[src/inc/apor_map.vh]
// register map, field positions and constants for the converter config bank
`ifndef APOR_MAP_VH
`define APOR_MAP_VH

// ----------------------------------------------------------------------------
// register indices (byte address is four times the index)
// ----------------------------------------------------------------------------
`define APOR_IDX_HIGH_PERF      8'h02
`define APOR_IDX_POWER_DRIVE    8'h45
`define APOR_IDX_CHB_FAST       8'h4A
`define APOR_IDX_CHA_FAST       8'h58
`define APOR_IDX_CHA_TARGET     8'hBF
`define APOR_IDX_CHB_TARGET     8'hC1
`define APOR_IDX_LOOP_CTRL      8'hCF
`define APOR_IDX_SLOW_GLOBAL    8'hEF
`define APOR_IDX_SWING_EN       8'hF1
`define APOR_IDX_CHA_SLOW       8'hF2
`define APOR_IDX_CHB_SLOW       8'hDB
`define APOR_IDX_LOOP_ENABLE    8'hE0
`define APOR_IDX_STATUS         8'hE1

// ----------------------------------------------------------------------------
// field positions
// ----------------------------------------------------------------------------
`define APOR_BIT_SLEEP          7
`define APOR_BIT_CLK_DRIVE      6
`define APOR_BIT_DATA_DRIVE     5
`define APOR_BIT_POWER_OFF      2
`define APOR_BIT_FAST           0
`define APOR_TGT_HI             7
`define APOR_TGT_LO             2
`define APOR_BIT_HOLD           7
`define APOR_PER_HI             5
`define APOR_PER_LO             2
`define APOR_BIT_SLOW_GLOBAL    4
`define APOR_BIT_CHA_SLOW       3
`define APOR_BIT_CHB_SLOW       0
`define APOR_BIT_HIGH_PERF      6
`define APOR_BIT_LOOP_ENABLE    0

// ----------------------------------------------------------------------------
// values
// ----------------------------------------------------------------------------
`define APOR_RESET_VAL          8'h00
`define APOR_SWING_ON           2'h3
`define APOR_NUM_REGS           13
`define APOR_MIDCODE            14'h2000
`define APOR_ADDR_W             10
`define APOR_SAMPLE_DIV         4'h3
`define APOR_NUM_CHANS          2
`define APOR_FRAC_W             15
`define APOR_FRAC_TOP           4'hF
`define APOR_ACC_HI             28
`define APOR_ACC_LO             15

`endif

[src/rtl/apor_sample_tick.v]
// divider making the sample-clock enable pulse
`timescale 1ns/1ps
`default_nettype none
`include "apor_map.vh"

module apor_sample_tick
(
    input  wire       sys_clk,
    input  wire       rst,
    output reg        sampleTick
);

    reg  [3:0] divCount;

    always @(posedge sys_clk or posedge rst)
    begin
        if (rst)
        begin
            divCount   <= 4'h0;
            sampleTick <= 1'b0;
        end
        else if (divCount == `APOR_SAMPLE_DIV)
        begin
            divCount   <= 4'h0;
            sampleTick <= 1'b1;
        end
        else
        begin
            divCount   <= divCount + 4'h1;
            sampleTick <= 1'b0;
        end
    end

endmodule // apor_sample_tick
`default_nettype wire

[src/rtl/apor_offset_loop.v]
// one channel's offset correction loop with pedestal and freeze
`timescale 1ns/1ps
`default_nettype none
`include "apor_map.vh"

module apor_offset_loop
(
    input  wire        sys_clk,
    input  wire        rst,
    input  wire        sampleTick,
    input  wire        loopEnable,
    input  wire        holdEstimate,
    input  wire [3:0]  loopPeriod,
    input  wire [5:0]  offsetTarget,
    input  wire [13:0] rawSample,
    output reg  [13:0] correctedSample,
    output reg         estimateFrozen
);

    reg  [28:0] accum;
    wire [13:0] estimate;
    wire [13:0] goal;
    wire [13:0] applied;
    wire [13:0] error;
    wire [3:0]  upShift;
    wire [28:0] step;

    // integer part applied; fraction bits avoid a dead band near target
    assign estimate = accum[`APOR_ACC_HI:`APOR_ACC_LO];
    // pedestal sign-extended around midcode
    assign goal    = `APOR_MIDCODE + {{8{offsetTarget[5]}}, offsetTarget};
    assign applied = loopEnable ? rawSample - estimate : rawSample;
    assign error   = applied - goal;
    // long time constants trade settling speed for noise
    assign upShift = `APOR_FRAC_TOP - loopPeriod;
    assign step    = {{`APOR_FRAC_W{error[13]}}, error} << upShift;

    always @(posedge sys_clk or posedge rst)
    begin
        if (rst)
        begin
            accum           <= 29'h0000000;
            correctedSample <= 14'h0000;
            estimateFrozen  <= 1'b0;
        end
        else if (sampleTick)
        begin
            estimateFrozen  <= loopEnable & holdEstimate;
            correctedSample <= applied;
            if (!loopEnable)
            begin
                accum <= 29'h0000000;
            end
            else if (!holdEstimate)
            begin
                accum <= accum + step;
            end
        end
    end

endmodule // apor_offset_loop
`default_nettype wire

[src/rtl/apor_config_bank.v]
// APB register bank for the dual-channel converter configuration
// ----------------------------------------------------------------------------
// ----------------------------------------------------------------------------
`timescale 1ns/1ps
`default_nettype none
`include "apor_map.vh"

module apor_config_bank
(
    input  wire        sys_clk,
    input  wire        rst,
    input  wire        psel,
    input  wire        penable,
    input  wire        pwrite,
    input  wire [11:0] paddr,
    input  wire [31:0] pwdata,
    output reg  [31:0] prdata,
    output reg         pready,
    output reg         pslverr,
    input  wire [13:0] chanARaw,
    input  wire [13:0] chanBRaw,
    output reg         both_channel_sleep,
    output reg         total_power_off,
    output reg         clock_buffer_drive,
    output reg         dataBufferDrive,
    output reg         chan_a_fast_input_mode,
    output reg         chan_b_fast_input_mode,
    output reg         chan_a_slow_rate,
    output reg         chan_b_slow_rate,
    output reg         swingControlActive,
    output reg         high_performance_bit_a,
    output wire [13:0] chanACorrected,
    output wire [13:0] chanBCorrected
);

    // ------------------------------------------------------------------------
    // register storage
    // ------------------------------------------------------------------------
    reg  [7:0]  regPowerDrive;
    reg  [7:0]  regChbFast;
    reg  [7:0]  regChaFast;
    reg  [7:0]  chan_a_offset_target;
    reg  [7:0]  chan_b_offset_target;
    reg  [7:0]  regLoopCtrl;
    reg  [7:0]  regSlowGlobal;
    reg  [7:0]  regSwingEn;
    reg  [7:0]  regChaSlow;
    reg  [7:0]  regChbSlow;
    reg  [7:0]  regHighPerf;
    reg  [7:0]  regLoopEnable;

    wire        sampleTick;
    wire        frozenA;
    wire        frozenB;
    wire [1:0]  chanFrozen;
    wire [5:0]  chanTarget [0:`APOR_NUM_CHANS-1];
    wire [13:0] chanRaw    [0:`APOR_NUM_CHANS-1];
    wire [13:0] chanOut    [0:`APOR_NUM_CHANS-1];
    genvar      ch;
    wire        addrOk;
    wire [7:0]  regIndex;
    wire        setup;
    wire        wrStrobe;
    reg  [7:0]  readMux;
    reg         known;

    assign setup    = psel & ~penable;
    assign addrOk   = (paddr[1:0] == 2'h0) && (paddr[11:10] == 2'h0);
    assign regIndex = paddr[9:2];
    assign wrStrobe = psel & penable & pready & pwrite & addrOk & known;

    // ------------------------------------------------------------------------
    // address decode
    // ------------------------------------------------------------------------
    function isMapped;
        input [7:0] idx;
        begin
            case (idx)
                `APOR_IDX_HIGH_PERF, `APOR_IDX_POWER_DRIVE,
                `APOR_IDX_CHB_FAST, `APOR_IDX_CHA_FAST,
                `APOR_IDX_CHA_TARGET, `APOR_IDX_CHB_TARGET,
                `APOR_IDX_LOOP_CTRL, `APOR_IDX_SLOW_GLOBAL,
                `APOR_IDX_SWING_EN, `APOR_IDX_CHA_SLOW,
                `APOR_IDX_CHB_SLOW, `APOR_IDX_LOOP_ENABLE,
                `APOR_IDX_STATUS: isMapped = 1'b1;
                default: isMapped = 1'b0;
            endcase
        end
    endfunction

    always @*
    begin
        known = isMapped(regIndex);
        case (regIndex)
            `APOR_IDX_HIGH_PERF:   readMux = regHighPerf;
            `APOR_IDX_POWER_DRIVE: readMux = regPowerDrive;
            `APOR_IDX_CHB_FAST:    readMux = regChbFast;
            `APOR_IDX_CHA_FAST:    readMux = regChaFast;
            `APOR_IDX_CHA_TARGET:  readMux = chan_a_offset_target;
            `APOR_IDX_CHB_TARGET:  readMux = chan_b_offset_target;
            `APOR_IDX_LOOP_CTRL:   readMux = regLoopCtrl;
            `APOR_IDX_SLOW_GLOBAL: readMux = regSlowGlobal;
            `APOR_IDX_SWING_EN:    readMux = regSwingEn;
            `APOR_IDX_CHA_SLOW:    readMux = regChaSlow;
            `APOR_IDX_CHB_SLOW:    readMux = regChbSlow;
            `APOR_IDX_LOOP_ENABLE: readMux = regLoopEnable;
            `APOR_IDX_STATUS:      readMux = {5'h00, swingControlActive,
                                              frozenB, frozenA};
            default:               readMux = 8'h00;
        endcase
    end

    // ------------------------------------------------------------------------
    // apb slave: one wait state, answer in the second access cycle
    // ------------------------------------------------------------------------
    always @(posedge sys_clk or posedge rst)
    begin
        if (rst)
        begin
            pready  <= 1'b0;
            pslverr <= 1'b0;
            prdata  <= 32'h00000000;
        end
        else if (psel & penable & ~pready)
        begin
            pready  <= 1'b1;
            pslverr <= ~(addrOk & known);
            prdata  <= (addrOk & known & ~pwrite) ?
                       {24'h000000, readMux} : 32'h00000000;
        end
        else
        begin
            pready  <= 1'b0;
            pslverr <= 1'b0;
        end
    end

    // ------------------------------------------------------------------------
    // register writes; reserved bits stored as written
    // ------------------------------------------------------------------------
    always @(posedge sys_clk or posedge rst)
    begin
        if (rst)
        begin
            regPowerDrive        <= `APOR_RESET_VAL;
            regChbFast           <= `APOR_RESET_VAL;
            regChaFast           <= `APOR_RESET_VAL;
            chan_a_offset_target <= `APOR_RESET_VAL;
            chan_b_offset_target <= `APOR_RESET_VAL;
            regLoopCtrl          <= `APOR_RESET_VAL;
            regSlowGlobal        <= `APOR_RESET_VAL;
            regSwingEn           <= `APOR_RESET_VAL;
            regChaSlow           <= `APOR_RESET_VAL;
            regChbSlow           <= `APOR_RESET_VAL;
            regHighPerf          <= `APOR_RESET_VAL;
            regLoopEnable        <= `APOR_RESET_VAL;
        end
        else if (wrStrobe)
        begin
            case (regIndex)
                `APOR_IDX_POWER_DRIVE: regPowerDrive <= pwdata[7:0];
                `APOR_IDX_CHB_FAST:    regChbFast    <= pwdata[7:0];
                `APOR_IDX_CHA_FAST:    regChaFast    <= pwdata[7:0];
                `APOR_IDX_CHA_TARGET:  chan_a_offset_target <= pwdata[7:0];
                `APOR_IDX_CHB_TARGET:  chan_b_offset_target <= pwdata[7:0];
                `APOR_IDX_LOOP_CTRL:   regLoopCtrl   <= pwdata[7:0];
                `APOR_IDX_SLOW_GLOBAL: regSlowGlobal <= pwdata[7:0];
                `APOR_IDX_SWING_EN:    regSwingEn    <= pwdata[7:0];
                `APOR_IDX_CHA_SLOW:    regChaSlow    <= pwdata[7:0];
                `APOR_IDX_CHB_SLOW:    regChbSlow    <= pwdata[7:0];
                `APOR_IDX_HIGH_PERF:   regHighPerf   <= pwdata[7:0];
                `APOR_IDX_LOOP_ENABLE: regLoopEnable <= pwdata[7:0];
                default:               regLoopEnable <= regLoopEnable;
            endcase
        end
    end

    // ------------------------------------------------------------------------
    // controls applied on the sample tick after the write
    // ------------------------------------------------------------------------
    always @(posedge sys_clk or posedge rst)
    begin
        if (rst)
        begin
            both_channel_sleep     <= 1'b0;
            total_power_off        <= 1'b0;
            clock_buffer_drive     <= 1'b0;
            dataBufferDrive        <= 1'b0;
            chan_a_fast_input_mode <= 1'b0;
            chan_b_fast_input_mode <= 1'b0;
            chan_a_slow_rate       <= 1'b0;
            chan_b_slow_rate       <= 1'b0;
            swingControlActive     <= 1'b0;
            high_performance_bit_a <= 1'b0;
        end
        else if (sampleTick)
        begin
            both_channel_sleep     <= regPowerDrive[`APOR_BIT_SLEEP];
            total_power_off        <= regPowerDrive[`APOR_BIT_POWER_OFF];
            clock_buffer_drive     <= regPowerDrive[`APOR_BIT_CLK_DRIVE];
            dataBufferDrive        <= regPowerDrive[`APOR_BIT_DATA_DRIVE];
            chan_a_fast_input_mode <= regChaFast[`APOR_BIT_FAST];
            chan_b_fast_input_mode <= regChbFast[`APOR_BIT_FAST];
            // slow bits mean nothing without the global gate
            chan_a_slow_rate <= regSlowGlobal[`APOR_BIT_SLOW_GLOBAL]
                              & regChaSlow[`APOR_BIT_CHA_SLOW];
            chan_b_slow_rate <= regSlowGlobal[`APOR_BIT_SLOW_GLOBAL]
                              & regChbSlow[`APOR_BIT_CHB_SLOW];
            // undefined codes 01 and 10 leave swing control off
            swingControlActive <= (regSwingEn[1:0] == `APOR_SWING_ON);
            high_performance_bit_a <= regHighPerf[`APOR_BIT_HIGH_PERF];
        end
    end

    // ------------------------------------------------------------------------
    // sample rate divider and per-channel loops
    // ------------------------------------------------------------------------
    apor_sample_tick u_tick
    (
        .sys_clk    (sys_clk),
        .rst        (rst),
        .sampleTick (sampleTick)
    );

    assign chanTarget[0]  = chan_a_offset_target[`APOR_TGT_HI:`APOR_TGT_LO];
    assign chanTarget[1]  = chan_b_offset_target[`APOR_TGT_HI:`APOR_TGT_LO];
    assign chanRaw[0]     = chanARaw;
    assign chanRaw[1]     = chanBRaw;
    assign chanACorrected = chanOut[0];
    assign chanBCorrected = chanOut[1];
    assign frozenA        = chanFrozen[0];
    assign frozenB        = chanFrozen[1];

    // channels share loop controls but each keeps its own pedestal
    generate
        for (ch = 0; ch < `APOR_NUM_CHANS; ch = ch + 1)
        begin : gChan
            apor_offset_loop u_loop
            (
                .sys_clk         (sys_clk),
                .rst             (rst),
                .sampleTick      (sampleTick),
                .loopEnable      (regLoopEnable[`APOR_BIT_LOOP_ENABLE]),
                .holdEstimate    (regLoopCtrl[`APOR_BIT_HOLD]),
                .loopPeriod      (regLoopCtrl[`APOR_PER_HI:`APOR_PER_LO]),
                .offsetTarget    (chanTarget[ch]),
                .rawSample       (chanRaw[ch]),
                .correctedSample (chanOut[ch]),
                .estimateFrozen  (chanFrozen[ch])
            );
        end
    endgenerate

endmodule // apor_config_bank
`default_nettype wire

[config.mk]
export PLATFORM = sky130hd
export DESIGN_NAME = apor_config_bank
export DESIGN_NICKNAME = d
export VERILOG_FILES = /design/src/rtl/apor_sample_tick.v /design/src/rtl/apor_offset_loop.v /design/src/rtl/apor_config_bank.v
export VERILOG_INCLUDE_DIRS = /design/src /design/src/inc
export SDC_FILE = /design/constraint.sdc
export NUM_CORES = 1
export LEC_CHECK = 0
export BUFFER_PORTS_ARGS = -buffer_cell sky130_fd_sc_hd__buf_2
export CORE_MARGIN = 5
export CORE_UTILIZATION = 55
export CTS_BUF_LIST = sky130_fd_sc_hd__clkbuf_8 sky130_fd_sc_hd__clkbuf_16
export DETAILED_ROUTE_END_ITERATION = 10
export PLACE_DENSITY = 0.75
export SKIP_CTS_REPAIR_TIMING = 1
export SLEW_MARGIN = 5
export SYNTH_ARGS = -nofsm -noshare
export SYNTH_HDL_FRONTEND = slang
export SYNTH_SLANG_ARGS = --single-unit
[constraint.sdc]
create_clock -name sys_clk -period 6.88 [get_ports sys_clk]
set_clock_uncertainty 0.05 [all_clocks]
set_input_delay 1.376 -clock sys_clk [delete_from_list [all_inputs] [get_ports sys_clk]]
set_output_delay 1.376 -clock sys_clk [all_outputs]
set_load 0.005 [all_outputs]
==> impl_metrics.csv <==
group,metric,value,unit
run,cap_violations,0,
timing,worstMarginPinSlew,1.06,ns
logic_synthesis,ys_top_cells_by_area,"dfrtp_1 (32%), ha_1 (10%), mux2_2 (9.3%)",
cts,numCtsBuffers,24,
critical_path,crit_fanout,6,
critical_path,cp-end-kind,"register",
route,drc,0,
cts,clock_sinks,208,
grt,antenna_found_initial,2,
logic_synthesis,async_flop_share,100,%
timing,finalCritPeriodShare,104,%
logic_synthesis,ys_types,88,
logic_synthesis,netlist.top_cell.by_area,"dfrtp_1",
grt,grt_pass1_wl,76900,um
finish,antenna_cells,0,
cts,clock-root-buffer,"clkbuf_16",
timing,maxSlewHeadroom,29.4,%
grt,grt_overflow,0,
critical_path,reg2reg_slack,0.21,ns
route,ant_nets,0,
logic_synthesis,syn_area_per_cell,9.23,sq um
grt,gr-usage-all-layers,28.1,%
placement,hpwl,35800,um
critical_path,crit_top_cell,"ha_4",
worst_hold_path,hold_path_class,"reg2reg",
logic_synthesis,synth-seq-cells,208,
logic_synthesis,yosys.area.top_type_share,32.2,%
critical_path,cpMaxStageDelayCell,"mux4_2",
cts,clkTransAtPathRegs,0.05,ns
route,via_count,15367,
critical_path,crit_type,"in2reg",
logic_synthesis,synthesis.area,0.0162,sq mm
critical_path,worstSetupStartpointType,"input pin",
finish,seq_area,0.00521,sq mm
timing,rsz0062_at_grt,"yes",
logic_synthesis,yosysMostFrequentCell,"dfrtp_1",
route,drtIter0Drc,1243,
finish,layout-drive-gt1-share,37.0,%
timing,hold_viol,0,
floorplanning,die_h,181,um
logic_synthesis,yosysSeqAreaShare,32.2,%
finish,syn2layout_area_growth,30.1,%
timing,period_needed,7.17,ns
finish,fin_cells,2506,
placement,gp_congestion,0.960,
timing,hold_slack,0.410,ns
timing,maxSlewViolCount,0,
timing,clock.fmax,139,MHz
critical_path,crit_arrival,7.55,ns
logic_synthesis,synthCells,1751,
cts,clock_path_buffers,3,
grt,grt_pass1_vias,14810,
timing,finalWorstSetupSlack,-0.293,ns
cts,clk_latency,0.54,ns
run_status,status,"finished, violations left",
logic_synthesis,synth_flop_cell,"dfrtp_1",
floorplanning,die_area,0.0329,sq mm
finish,nNetsFinal,2325,
floorplanning,start_util,56.0,%
critical_path,critical-path-max-stage-delay,0.53,ns
route,wl,50200,um
floorplanning,rows,62,
cts,cts_max_level,1,
floorplanning,die_w,181,um
route,vias_per_cell,6.13,
run_status,violations,"negative setup slack",
grt,grt_max_degree,121,
route,post_drt_wl_per_cell,20.0,um
floorplanning,io-pin-count,149,
cts,cts_tree,"yes",
logic_synthesis,synth_edf_count,0,
timing,finalSetupViolCount,16,
placement,portBuffers,100,
logic_synthesis,synth_common_cells,"dfrtp_1 (208), nand2_1 (148), ha_1 (135), mux2_2 (133), o21ai_0 (117)",
logic_synthesis,ys.warnings.count,0,
floorplanning,core-area,0.0289,sq mm
placement,dp.cells,2436,
finish,multi_input_area,0.0113,sq mm
finish,fillers,2101,
route,drt_first_pass_iters,7,
critical_path,required,7.26,ns
-- cells in the final DEF (no fill, tap or decap), types with 17 or more instances in the layout --
cell type	Yosys	final
a21o_1	35	35
a21oi_1	102	72
a21oi_2	0	27
a22oi_1	32	30
buf_2	10	98
buf_4	24	299
clkbuf_16	0	24
conb_1	1	24
dfrtp_1	208	206
ha_1	135	111
ha_4	0	19
inv_1	90	85
mux2_2	133	129
mux2i_1	30	25
nand2_1	148	144
nand3_1	45	40
nor2_1	98	90
nor3_1	33	31
o211ai_1	22	22
o21a_1	17	17
o21ai_0	117	84
o21ai_2	1	18
o21bai_1	18	17
o22ai_1	22	21
xnor2_1	55	49
xor2_1	26	26
-- layer usage --
layer  vias to the layer above  track usage (%)  routed length, um
met2                       583             46.4              23500
met1                      7500             39.5              21800
met5                         -                0                 14
met3                       115             3.82               3460
met4                         4             6.57               1360
li1                       7165                -                  -
-- area by class of cell --
class,count,share of cell area [%]
multi-input combinational,1375,53.9
inverter,91,1.67
clock buffer,29,3.18
timing repair buffer,407,13.6
tap,384,2.28
clock inverter,12,0.559
sequential,208,24.8
-- metrics by stage --
stage | setup TNS [ns] | worst slack (ns) | instance area (sq um) | util (%)
after floorplan | -0.236 | -0.0838 | 16500 | -
after global placement | -18.82 | -0.833 | 19100 | 66.1
after detailed placement | -22.78 | -0.930 | 19100 | 66.1
after CTS | -5.89 | -0.411 | 19900 | 68.8
after global routing | -7.76 | -0.489 | 21000 | 72.9
final | -2.16 | -0.293 | 21000 | 72.9
-- logic make-up (layout without fill, tap and decap cells) --
| group | count (synthesis) | in the layout | share of synthesized area [%] |
|---|---|---|---|
| adders and majority gates | 141 | 141 | 11.2 |
| buffers and inverters | 191 | 539 | 5.11 |
| other | 1 | 24 | 0.0232 |
| DFF | 208 | 208 | 32.2 |
| AOI/OAI and AO/OA | 507 | 507 | 21.0 |
| xor gates and xnor gates | 83 | 83 | 4.68 |
| muxes | 168 | 168 | 11.8 |
| and+or+nand+nor | 452 | 452 | 14.0 |
-- sequential cells by signal, summed over array words and instances (netlist names), 4 cells and up --
signal                        count
chan_a_offset_target              8
chan_b_offset_target              8
gChan.u_loop.accum               58
gChan.u_loop.correctedSample     28
prdata                            8
regChaFast                        8
regChaSlow                        8
regChbFast                        8
regChbSlow                        8
regHighPerf                       8
regLoopCtrl                       8
regLoopEnable                     8
regPowerDrive                     8
regSlowGlobal                     8
regSwingEn                        8
u_tick.divCount                   4
-- final timing paths --
check                                                     end  cells after the start                       from
setup / recovery                    gChan[1].u_loop.accum[25]                     32                chanBRaw[0]
hold / removal                             u_tick.divCount[0]                      1         u_tick.divCount[0]
setup reg to reg                    gChan[1].u_loop.accum[25]                     30  gChan[1].u_loop.accum[17]
hold reg to reg                            u_tick.divCount[0]                      1         u_tick.divCount[0]
max in group asynchronous           gChan[0].u_loop.accum[10]                      3                        rst
min in group asynchronous  gChan[1].u_loop.correctedSample[3]                      2                        rst
-- worst max-delay path: cells and delay by family --
kind            cells  cell delay, ns
simple gates        5            0.83
buf+inv             3            0.29
compound gates     16            2.98
mux                 2            0.83
fa+ha+maj           5            1.10
xor+xnor            1            0.16
Power is not shown: default switching activity piles up to over one toggle a cycle in this logic, so the estimate is an artifact.
